## src/core/asp_consts.svh

```systemverilog
// constants for the async serial port with handshake
`ifndef ASP_CONSTS_SVH
`define ASP_CONSTS_SVH
`define ASP_OVERSAMPLE 5'h10
`define ASP_OVS_MID 4'h7
`define ASP_OVS_LAST 4'hF
`define ASP_CTL_TXEN 0
`define ASP_CTL_RXEN 1
`define ASP_CTL_RXINIT 2
`define ASP_CTL_TXINIT 3
`define ASP_FMT_LEN_LO 0
`define ASP_FMT_PAR_LO 2
`define ASP_FMT_STOP 4
`define ASP_FMT_PRE_LO 5
`define ASP_LEN7 2'h0
`define ASP_LEN8 2'h1
`define ASP_LEN9 2'h2
`define ASP_BITS7 4'h7
`define ASP_BITS8 4'h8
`define ASP_BITS9 4'h9
`define ASP_PRE_LIM1 6'h00
`define ASP_PRE_LIM4 6'h03
`define ASP_PRE_LIM16 6'h0F
`define ASP_PRE_LIM64 6'h3F
`define ASP_PAR_NONE 2'h0
`define ASP_PAR_ODD 2'h1
`define ASP_PAR_EVEN 2'h2
`define ASP_ST_TXBUF_EMPTY 0
`define ASP_ST_TXSHIFT_EMPTY 1
`define ASP_ST_RXBUF_FULL 2
`define ASP_ST_OVERRUN 3
`define ASP_ST_FRAMING 4
`define ASP_ST_PARITY 5
`define ASP_ST_ERRSUM 6
`endif

```

## src/core/asp_pkg.sv

```systemverilog
// types shared by the async serial port
package asp_pkg;
	typedef enum logic [2:0] {
		ASP_IDLE = 3'h0,
		ASP_START = 3'h1,
		ASP_DATA = 3'h3,
		ASP_PARITY = 3'h2,
		ASP_STOP = 3'h6
	} asp_state_t;
endpackage

```

## src/core/asp_tick_gen.sv

```systemverilog
// prescaler and baud divider producing the 16x oversample tick
`timescale 1ns/1ps
`include "asp_consts.svh"
module asp_tick_gen #(
	parameter int DIV_W = 8
) (
	input wire logic core_clk_i,
	input wire logic rst_i,
	input wire logic run_i,
	input wire logic [1:0] pre_sel_i,
	input wire logic [DIV_W-1:0] divider_i,
	output logic tick_o
);
	// a zero-width divider cannot hold any ratio
	if (DIV_W < 1) begin : g_bad_width
		$error("DIV_W must be positive");
	end
	logic [5:0] pre_q;
	logic [DIV_W-1:0] div_q;
	logic pre_end;
	// prescaler ratio 1, 4, 16 or 64 chosen by two select bits
	function automatic logic [5:0] pre_limit(input logic [1:0] s);
		case (s)
			2'h0: pre_limit = `ASP_PRE_LIM1;
			2'h1: pre_limit = `ASP_PRE_LIM4;
			2'h2: pre_limit = `ASP_PRE_LIM16;
			default: pre_limit = `ASP_PRE_LIM64;
		endcase
	endfunction
	assign pre_end = (pre_q >= pre_limit(pre_sel_i));
	// prescaler stage; held clear when idle so the first tick has full length
	always_ff @(posedge core_clk_i) begin
		if (rst_i || !run_i || pre_end) pre_q <= '0;
		else pre_q <= pre_q + 6'h01;
	end
	// divider counts n+1 prescaled pulses per 16x tick
	always_ff @(posedge core_clk_i) begin
		if (rst_i || !run_i) begin
			div_q <= '0;
			tick_o <= 1'b0;
		end else begin
			tick_o <= 1'b0;
			if (pre_end) begin
				if (div_q >= divider_i) begin
					div_q <= '0;
					tick_o <= 1'b1;
				end else begin
					div_q <= div_q + {{(DIV_W-1){1'b0}}, 1'b1};
				end
			end
		end
	end
endmodule // asp_tick_gen

```

## src/core/asp_top.sv

```systemverilog
// async serial transmitter and receiver with rts/cts handshake
`timescale 1ns/1ps
`include "asp_consts.svh"
module asp_top #(
	parameter int DIV_W = 8
) (
	input wire logic core_clk_i,
	input wire logic rst_i,
	input wire logic [3:0] serial_control_reg_i,
	input wire logic [6:0] serial_format_reg_i,
	input wire logic [DIV_W-1:0] baud_divider_reg_i,
	input wire logic [8:0] tx_data_i,
	input wire logic tx_write_i,
	input wire logic rx_read_i,
	output logic [8:0] rx_data_o,
	output logic [6:0] serial_status_reg_o,
	output logic tx_line_o,
	output logic request_to_send_out_o,
	output logic pins_serial_o,
	input wire logic rx_line_i,
	input wire logic clear_to_send_in_i
);
	logic tx_en, rx_en, rx_init, tx_init;
	logic [1:0] len_sel, par_sel, pre_sel;
	logic two_stop;
	logic tick;
	logic [3:0] data_bits;
	logic rx_s1_q, rx_s2_q, cts_s1_q, cts_s2_q;
	assign tx_en = serial_control_reg_i[`ASP_CTL_TXEN];
	assign rx_en = serial_control_reg_i[`ASP_CTL_RXEN];
	assign rx_init = serial_control_reg_i[`ASP_CTL_RXINIT];
	assign tx_init = serial_control_reg_i[`ASP_CTL_TXINIT];
	assign len_sel = serial_format_reg_i[`ASP_FMT_LEN_LO +: 2];
	assign par_sel = serial_format_reg_i[`ASP_FMT_PAR_LO +: 2];
	assign two_stop = serial_format_reg_i[`ASP_FMT_STOP];
	assign pre_sel = serial_format_reg_i[`ASP_FMT_PRE_LO +: 2];
	// data length decode; unused code falls back to eight bits
	assign data_bits = (len_sel == `ASP_LEN7) ? `ASP_BITS7 :
		(len_sel == `ASP_LEN9) ? `ASP_BITS9 : `ASP_BITS8;
	// port pins switch to serial use whenever either side is enabled
	assign pins_serial_o = tx_en | rx_en;
	// pin synchronisers
	always_ff @(posedge core_clk_i) begin
		if (rst_i) begin
			rx_s1_q <= 1'b1;
			rx_s2_q <= 1'b1;
			cts_s1_q <= 1'b1;
			cts_s2_q <= 1'b1;
		end else begin
			rx_s1_q <= rx_line_i;
			rx_s2_q <= rx_s1_q;
			cts_s1_q <= clear_to_send_in_i;
			cts_s2_q <= cts_s1_q;
		end
	end
	logic tx_busy;
	logic rx_busy;
	asp_tick_gen #(.DIV_W(DIV_W)) u_tick (
		.core_clk_i(core_clk_i),
		.rst_i(rst_i),
		.run_i(tx_en | rx_en | tx_busy | rx_busy),
		.pre_sel_i(pre_sel),
		.divider_i(baud_divider_reg_i),
		.tick_o(tick)
	);
	// parity over the active data bits; odd mode inverts
	function automatic logic par_of(input logic [8:0] d, input logic [3:0] n,
		input logic [1:0] p);
		logic acc;
		acc = (p == `ASP_PAR_ODD);
		for (int i = 0; i < 9; i++) begin
			if (i < n) acc = acc ^ d[i];
		end
		par_of = acc;
	endfunction
	// transmit side
	asp_pkg::asp_state_t tx_st_q;
	logic [8:0] tx_buf_q, tx_sh_q;
	logic tx_full_q;
	logic [3:0] tx_ovs_q, tx_bit_q;
	logic tx_stop2_q;
	assign tx_busy = (tx_st_q != asp_pkg::ASP_IDLE);
	// transmit buffer: only software writes it, shifter loads from it
	always_ff @(posedge core_clk_i) begin
		if (rst_i || tx_init) begin
			tx_full_q <= 1'b0;
			tx_buf_q <= '0;
		end else if (tx_write_i) begin
			tx_full_q <= 1'b1;
			tx_buf_q <= tx_data_i;
		end else if (tx_st_q == asp_pkg::ASP_IDLE && tx_en && tx_full_q && !cts_s2_q
			&& tick) begin
			tx_full_q <= 1'b0;
		end
	end
	// transmit frame sequencer; once started it ignores enable and cts
	always_ff @(posedge core_clk_i) begin
		if (rst_i) begin
			tx_st_q <= asp_pkg::ASP_IDLE;
			tx_sh_q <= '0;
			tx_ovs_q <= '0;
			tx_bit_q <= '0;
			tx_stop2_q <= 1'b0;
			tx_line_o <= 1'b1;
		end else begin
			case (tx_st_q)
				asp_pkg::ASP_IDLE: begin
					tx_line_o <= 1'b1;
					// start on a tick so the start bit lasts a whole bit time
					if (tx_en && tx_full_q && !cts_s2_q && !tx_write_i && tick) begin
						tx_sh_q <= tx_buf_q;
						tx_ovs_q <= '0;
						tx_bit_q <= '0;
						tx_stop2_q <= 1'b0;
						tx_line_o <= 1'b0;
						tx_st_q <= asp_pkg::ASP_START;
					end
				end
				default: begin
					if (tick) begin
						tx_ovs_q <= tx_ovs_q + 4'h1;
						if (tx_ovs_q == `ASP_OVS_LAST) begin
							case (tx_st_q)
								asp_pkg::ASP_START, asp_pkg::ASP_DATA: begin
									if (tx_st_q == asp_pkg::ASP_DATA)
										tx_bit_q <= tx_bit_q + 4'h1;
									if (tx_st_q == asp_pkg::ASP_DATA && tx_bit_q == data_bits - 4'h1) begin
										if (par_sel == `ASP_PAR_NONE) begin
											tx_st_q <= asp_pkg::ASP_STOP;
											tx_line_o <= 1'b1;
										end else begin
											tx_st_q <= asp_pkg::ASP_PARITY;
											tx_line_o <= par_of(tx_buf_q, data_bits, par_sel);
										end
									end else begin
										tx_st_q <= asp_pkg::ASP_DATA;
										tx_line_o <= tx_sh_q[0];
										tx_sh_q <= tx_sh_q >> 1;
									end
								end
								asp_pkg::ASP_PARITY: begin
									tx_st_q <= asp_pkg::ASP_STOP;
									tx_line_o <= 1'b1;
								end
								default: begin
									if (two_stop && !tx_stop2_q) tx_stop2_q <= 1'b1;
									else tx_st_q <= asp_pkg::ASP_IDLE;
									tx_line_o <= 1'b1;
								end
							endcase
						end
					end
				end
			endcase
		end
	end
	// receive side
	asp_pkg::asp_state_t rx_st_q;
	logic [8:0] rx_sh_q;
	logic [3:0] rx_ovs_q, rx_bit_q;
	logic rx_full_q, ovr_q, frm_q, par_q;
	logic rx_prev_q;
	logic rx_done;
	logic rx_start;
	logic rx_ferr;
	logic rx_perr;
	assign rx_busy = (rx_st_q != asp_pkg::ASP_IDLE);
	assign rx_start = rx_en && !rx_init && rx_st_q == asp_pkg::ASP_IDLE && rx_prev_q && !rx_s2_q;
	// receive frame sequencer sampling mid-bit on the 16x tick
	always_ff @(posedge core_clk_i) begin
		if (rst_i || rx_init) begin
			rx_st_q <= asp_pkg::ASP_IDLE;
			rx_sh_q <= '0;
			rx_ovs_q <= '0;
			rx_bit_q <= '0;
			rx_prev_q <= 1'b1;
			rx_done <= 1'b0;
			rx_ferr <= 1'b0;
			rx_perr <= 1'b0;
		end else begin
			rx_prev_q <= rx_s2_q;
			rx_done <= 1'b0;
			if (rx_start) begin
				rx_st_q <= asp_pkg::ASP_START;
				rx_ovs_q <= '0;
				rx_bit_q <= '0;
				rx_sh_q <= '0;
				rx_perr <= 1'b0;
			end else if (rx_busy && tick) begin
				rx_ovs_q <= rx_ovs_q + 4'h1;
				if (rx_ovs_q == `ASP_OVS_MID) begin
					rx_ovs_q <= rx_ovs_q + 4'h1;
					case (rx_st_q)
						asp_pkg::ASP_START: begin
							// a glitch that is high again mid-bit is not a start
							if (rx_s2_q) rx_st_q <= asp_pkg::ASP_IDLE;
							else rx_st_q <= asp_pkg::ASP_DATA;
						end
						asp_pkg::ASP_DATA: begin
							rx_sh_q[rx_bit_q] <= rx_s2_q;
							rx_bit_q <= rx_bit_q + 4'h1;
							if (rx_bit_q == data_bits - 4'h1)
								rx_st_q <= (par_sel == `ASP_PAR_NONE) ?
									asp_pkg::ASP_STOP : asp_pkg::ASP_PARITY;
						end
						asp_pkg::ASP_PARITY: begin
							rx_perr <= (rx_s2_q != par_of(rx_sh_q, data_bits, par_sel));
							rx_st_q <= asp_pkg::ASP_STOP;
						end
						default: begin
							// only the first stop bit is checked on receive
							rx_ferr <= !rx_s2_q;
							rx_done <= 1'b1;
							rx_st_q <= asp_pkg::ASP_IDLE;
						end
					endcase
				end
			end
		end
	end
	// receive buffer and error flags; new frame wins over a same-cycle read
	always_ff @(posedge core_clk_i) begin
		if (rst_i || rx_init) begin
			rx_full_q <= 1'b0;
			rx_data_o <= '0;
			ovr_q <= 1'b0;
			frm_q <= 1'b0;
			par_q <= 1'b0;
		end else if (rx_done) begin
			rx_full_q <= 1'b1;
			rx_data_o <= rx_sh_q;
			ovr_q <= rx_full_q && !rx_read_i;
			frm_q <= rx_ferr;
			par_q <= rx_perr;
		end else if (rx_read_i) begin
			rx_full_q <= 1'b0;
			ovr_q <= 1'b0;
			frm_q <= 1'b0;
			par_q <= 1'b0;
		end
	end
	// rts: reset and init force high, enable/start/done drive low
	logic rx_en_prev_q;
	always_ff @(posedge core_clk_i) begin
		if (rst_i || rx_init) begin
			request_to_send_out_o <= 1'b1;
			rx_en_prev_q <= 1'b0;
		end else begin
			rx_en_prev_q <= rx_en;
			if (rx_en && (!rx_en_prev_q || rx_done || rx_start))
				request_to_send_out_o <= 1'b0;
			else if (!rx_en && !rx_busy)
				request_to_send_out_o <= 1'b1;
		end
	end
	// status register outputs
	always_ff @(posedge core_clk_i) begin
		if (rst_i) begin
			serial_status_reg_o <= '0;
		end else begin
			serial_status_reg_o[`ASP_ST_TXBUF_EMPTY] <= !tx_full_q;
			serial_status_reg_o[`ASP_ST_TXSHIFT_EMPTY] <= !tx_busy;
			serial_status_reg_o[`ASP_ST_RXBUF_FULL] <= rx_full_q;
			serial_status_reg_o[`ASP_ST_OVERRUN] <= ovr_q;
			serial_status_reg_o[`ASP_ST_FRAMING] <= frm_q;
			serial_status_reg_o[`ASP_ST_PARITY] <= par_q;
			serial_status_reg_o[`ASP_ST_ERRSUM] <= ovr_q | frm_q | par_q;
		end
	end
endmodule // asp_top

```

## config.mk

```make
export PLATFORM = sky130hd
export DESIGN_NAME = asp_top
export DESIGN_NICKNAME = d
export VERILOG_FILES = /design/src/core/asp_pkg.sv /design/src/core/asp_tick_gen.sv /design/src/core/asp_top.sv
export VERILOG_INCLUDE_DIRS = /design/src /design/src/core
export SDC_FILE = /design/constraint.sdc
export NUM_CORES = 1
export LEC_CHECK = 0
export BUFFER_PORTS_ARGS = -buffer_cell sky130_fd_sc_hd__buf_2
export CAP_MARGIN = 15
export CORE_ASPECT_RATIO = 1.5
export CORE_MARGIN = 3
export CORE_UTILIZATION = 53
export DETAILED_ROUTE_END_ITERATION = 7
export PLACE_DENSITY = 0.81
export SYNTH_ARGS = -nofsm -noshare
export SYNTH_HDL_FRONTEND = slang
export SYNTH_SLANG_ARGS = --single-unit
```

## constraint.sdc

```tcl
create_clock -name core_clk_i -period 2 [get_ports core_clk_i]
set_clock_uncertainty 0.05 [all_clocks]
set_input_delay 0.2 -clock core_clk_i [delete_from_list [all_inputs] [get_ports core_clk_i]]
set_output_delay 0.2 -clock core_clk_i [all_outputs]
set_load 0.1 [all_outputs]
```

==> reports/metrics.cfg <==
[power]
p_leak_uw=0.00234
pwr-share-seq=0.508
clkPwrFrac=0.417
p_sw_frac=0.230
p_switching_uw=892
combPwrFrac=0.075
p_per_area_nw_per_um2=680
peakVddDrop_uv=474
internal-power_uw=2980

[sta]
final_max_slew_viol_count=0
finalHoldViolCount=0
fin_crit_sh=1.00
setup-violations-final=0
setup_ws_ns=0.0000402
fin_crit_ns=2.00
rsz0062_at_grt=yes
worst_pin_slew_ns=0.590
setup_tns_ns=0
maxSlewHeadroom=0.605
maxClockFrequency_mhz=500
hold_ws_ns=0.0274

[floorplan]
die_area_um2=10100
coreArea_um2=8520
die_w_um=82.9
pin_count=53
start_util=0.552
rows=41
die_h_um=121

[layout]
nets=666
multiInputGateArea_um2=2680
fin_cells=721
final_common_cell=dfxtp_1
antennaDiodeCount=0
drive_above_1_share=0.246
area_growth_pct=21.1
layout_common_cells=dfxtp_1, nor2_1, buf_2
fin_util=0.669
register_area_um2=1950
fill_cells=685

[global_routing]
grt_overflow=0
grt_max_degree=21
grt_pass1_vias=4081
grtUsageTotal=0.210
grt_pass1_wl_um=17400
antenna_found_initial=0

[critical_path]
startpoint_type=flop
reg2reg_to=u_tick.div_q[5]$_SDFFE_PP0P_
crit_family=compound AO/OA/AOI/OAI gates
worstPathMaxFanout=6
crit_path_cell_trace=inv_2, ha_1, nand2b_4, a211oi_2, o21ai_1, a21oi_1, buf_4, a31oi_1, a311oi_1
endpoint_kind=flop
slowest_delay_ns=0.33
rrSetupSlack_ns=0.00004
r2r-start=u_tick.div_q[0]$_SDFFE_PP0P_
worstPathRequired_ns=2.18
cp_slowest_cell=dfxtp_2
ff2ff_path_depth=9
crit_buf_inv=2
crit_arrival_ns=2.18
path_class=flop to flop

[logic_synthesis]
syn_nets=588
yosys_warnings=0
synthArstFlopShare=0
ys_ff_latch=97
synthTopCellsByArea=dfxtp_1, mux2i_1, nor2_1
synthDistinctLibCells=60
synth_edf_count=0
ys_seq_area_frac=0.413
netlist_instances=531
yosysTopAreaCell=dfxtp_1
syn_area_um2=4700
synthFlopType=dfxtp_1
synth_area_per_cell_um2=8.86
synth_top_area_share=0.413

[placed_design]
place_inst=697
numPortBuffers=52
dp_hpwl_um=7580
place_congestion=0.868
post-place-ws_ns=-0.357

[worst_hold_path]
holdPathEnd=ovr_q$_SDFFE_PP0P_
hp-class=input port to flop
hold_start=rx_read_i
min_path_cells=2

[detailed_routing]
wl_per_cell_um=14.5
drt-total-wl_um=10500
drt-initial-drc-count=219
drtAntennaViolNets=0
drc_errors=0
drt_first_pass_iters=4
vias_per_cell=5.60
vias=4039

[flow_run]
drv_cap=0

[clock_tree]
clk_latency_ns=0.34
clk_pin_slew_ns=0.06
root_buffer=clkbuf_16
cts_sinks=97
ctsHtreeMaxLevel=3
ctsLongestPathBuffers=2
cts_tree=yes
cts_inserted_buffers=9

[outcome]
status=completed

-- synth_stat cells, drive strengths merged (2+ instances only) --
library cell and number:
nor3b 3, or3 5, and2 2, inv 20, a2111oi 2, dfxtp 97, nand3 18, a311oi 10
and4 2, a31o 2, xnor2 15, a31oi 5, xor2 10, nor3 17, clkbuf 18, ha 23
mux2i 38, nor4 2, buf 7, a21oi 34, o21ai 21, a211oi 4, nor2 78, or2 9
nor2b 10, o31ai 3, o21a 3, nand2 41, nand4 7, nand2b 3, a21o 2
-- timing repair --
item                                    in CTS  in global routing
endpoints found under the setup margin      15                 27
gates resized for setup                      7                 23
hold endpoints to repair                     2                  0
hold buffers                                 2                  0
buffers inserted                             1                  4
pin swaps                                    4                 20
cloned                                       1                  0
-- metal layers --
metal,vias up,global-route usage,part of all wire
met5,-,0,0
met1,1908,0.222,0.40
met3,21,0.0496,0.043
met2,91,0.393,0.53
met4,0,0.0930,0.024
li1,2019,-,-
-- worst max-delay path by stage --
stage,from,endpoint,slack [ns],cells after the start
global placement,serial_format_reg_i[5],u_tick.pre_q[5]$_SDFF_PP0_,-0.24,9
finish,u_tick.div_q[0]$_SDFFE_PP0P_,u_tick.div_q[5]$_SDFFE_PP0P_,0.00004,9
CTS,u_tick.pre_q[0]$_SDFF_PP0_,u_tick.pre_q[0]$_SDFF_PP0_,-0.01,9
floorplan,serial_format_reg_i[5],u_tick.pre_q[2]$_SDFF_PP0_,0.007,9
detailed placement,serial_format_reg_i[5],u_tick.div_q[5]$_SDFFE_PP0P_,-0.36,9
global route,u_tick.div_q[0]$_SDFFE_PP0P_,u_tick.div_q[5]$_SDFFE_PP0P_,-0.11,9
-- power groups by stage --
stage / registers (uW) / logic [uW] / clock network [uW]
5_1_grt: 1970 / 322 / 1730
2_1_floorplan: 2030 / 146 / 0
3_5_place_dp: 2010 / 261 / 0
3_3_place_gp: 2010 / 251 / 0
6_report: 1970 / 292 / 1620
4_1_cts: 1970 / 272 / 1650
-- final cells by class --
| class | instances | share of cell area |
|---|---|---|
| multi-input combinational | 390 | 0.471 |
| sequential | 97 | 0.342 |
| timing repair buffer | 91 | 0.101 |
| clock buffer | 11 | 0.0444 |
| tap | 107 | 0.0235 |
| inverter | 20 | 0.0132 |
| clock inverter | 5 | 0.00527 |
-- kinds of logic (layout without fill, tap and decap cells) --
kind of cell | Yosys count | after routing | share of synthesized area
compound gates | 96 | 97 | 0.142
mux | 39 | 39 | 0.0833
buf+inv | 45 | 127 | 0.0418
fa+ha+maj | 23 | 23 | 0.0612
xor+xnor | 26 | 26 | 0.0514
flops | 97 | 97 | 0.413
simple gates | 205 | 205 | 0.208
-- flip-flops by register name (all words and copies together), names as in the netlist, 3 cells and up --
signal               count
rx_data_o                9
rx_sh_q                  9
tx_buf_q                 9
tx_sh_q                  9
u_tick.div_q             8
serial_status_reg_o      7
u_tick.pre_q             6
rx_bit_q                 4
rx_ovs_q                 4
tx_bit_q                 4
tx_ovs_q                 4
rx_st_q                  3
tx_st_q                  3
-- metrics by stage --
stage          power [uW]  cell area [um^2]
2_1_floorplan        2180              4710
3_5_place_dp         2270              5230
6_report             3880              5700
4_1_cts              3890              5570
3_3_place_gp         2260              5230
5_1_grt              4020              5700
(Power assumes the default switching activity.)
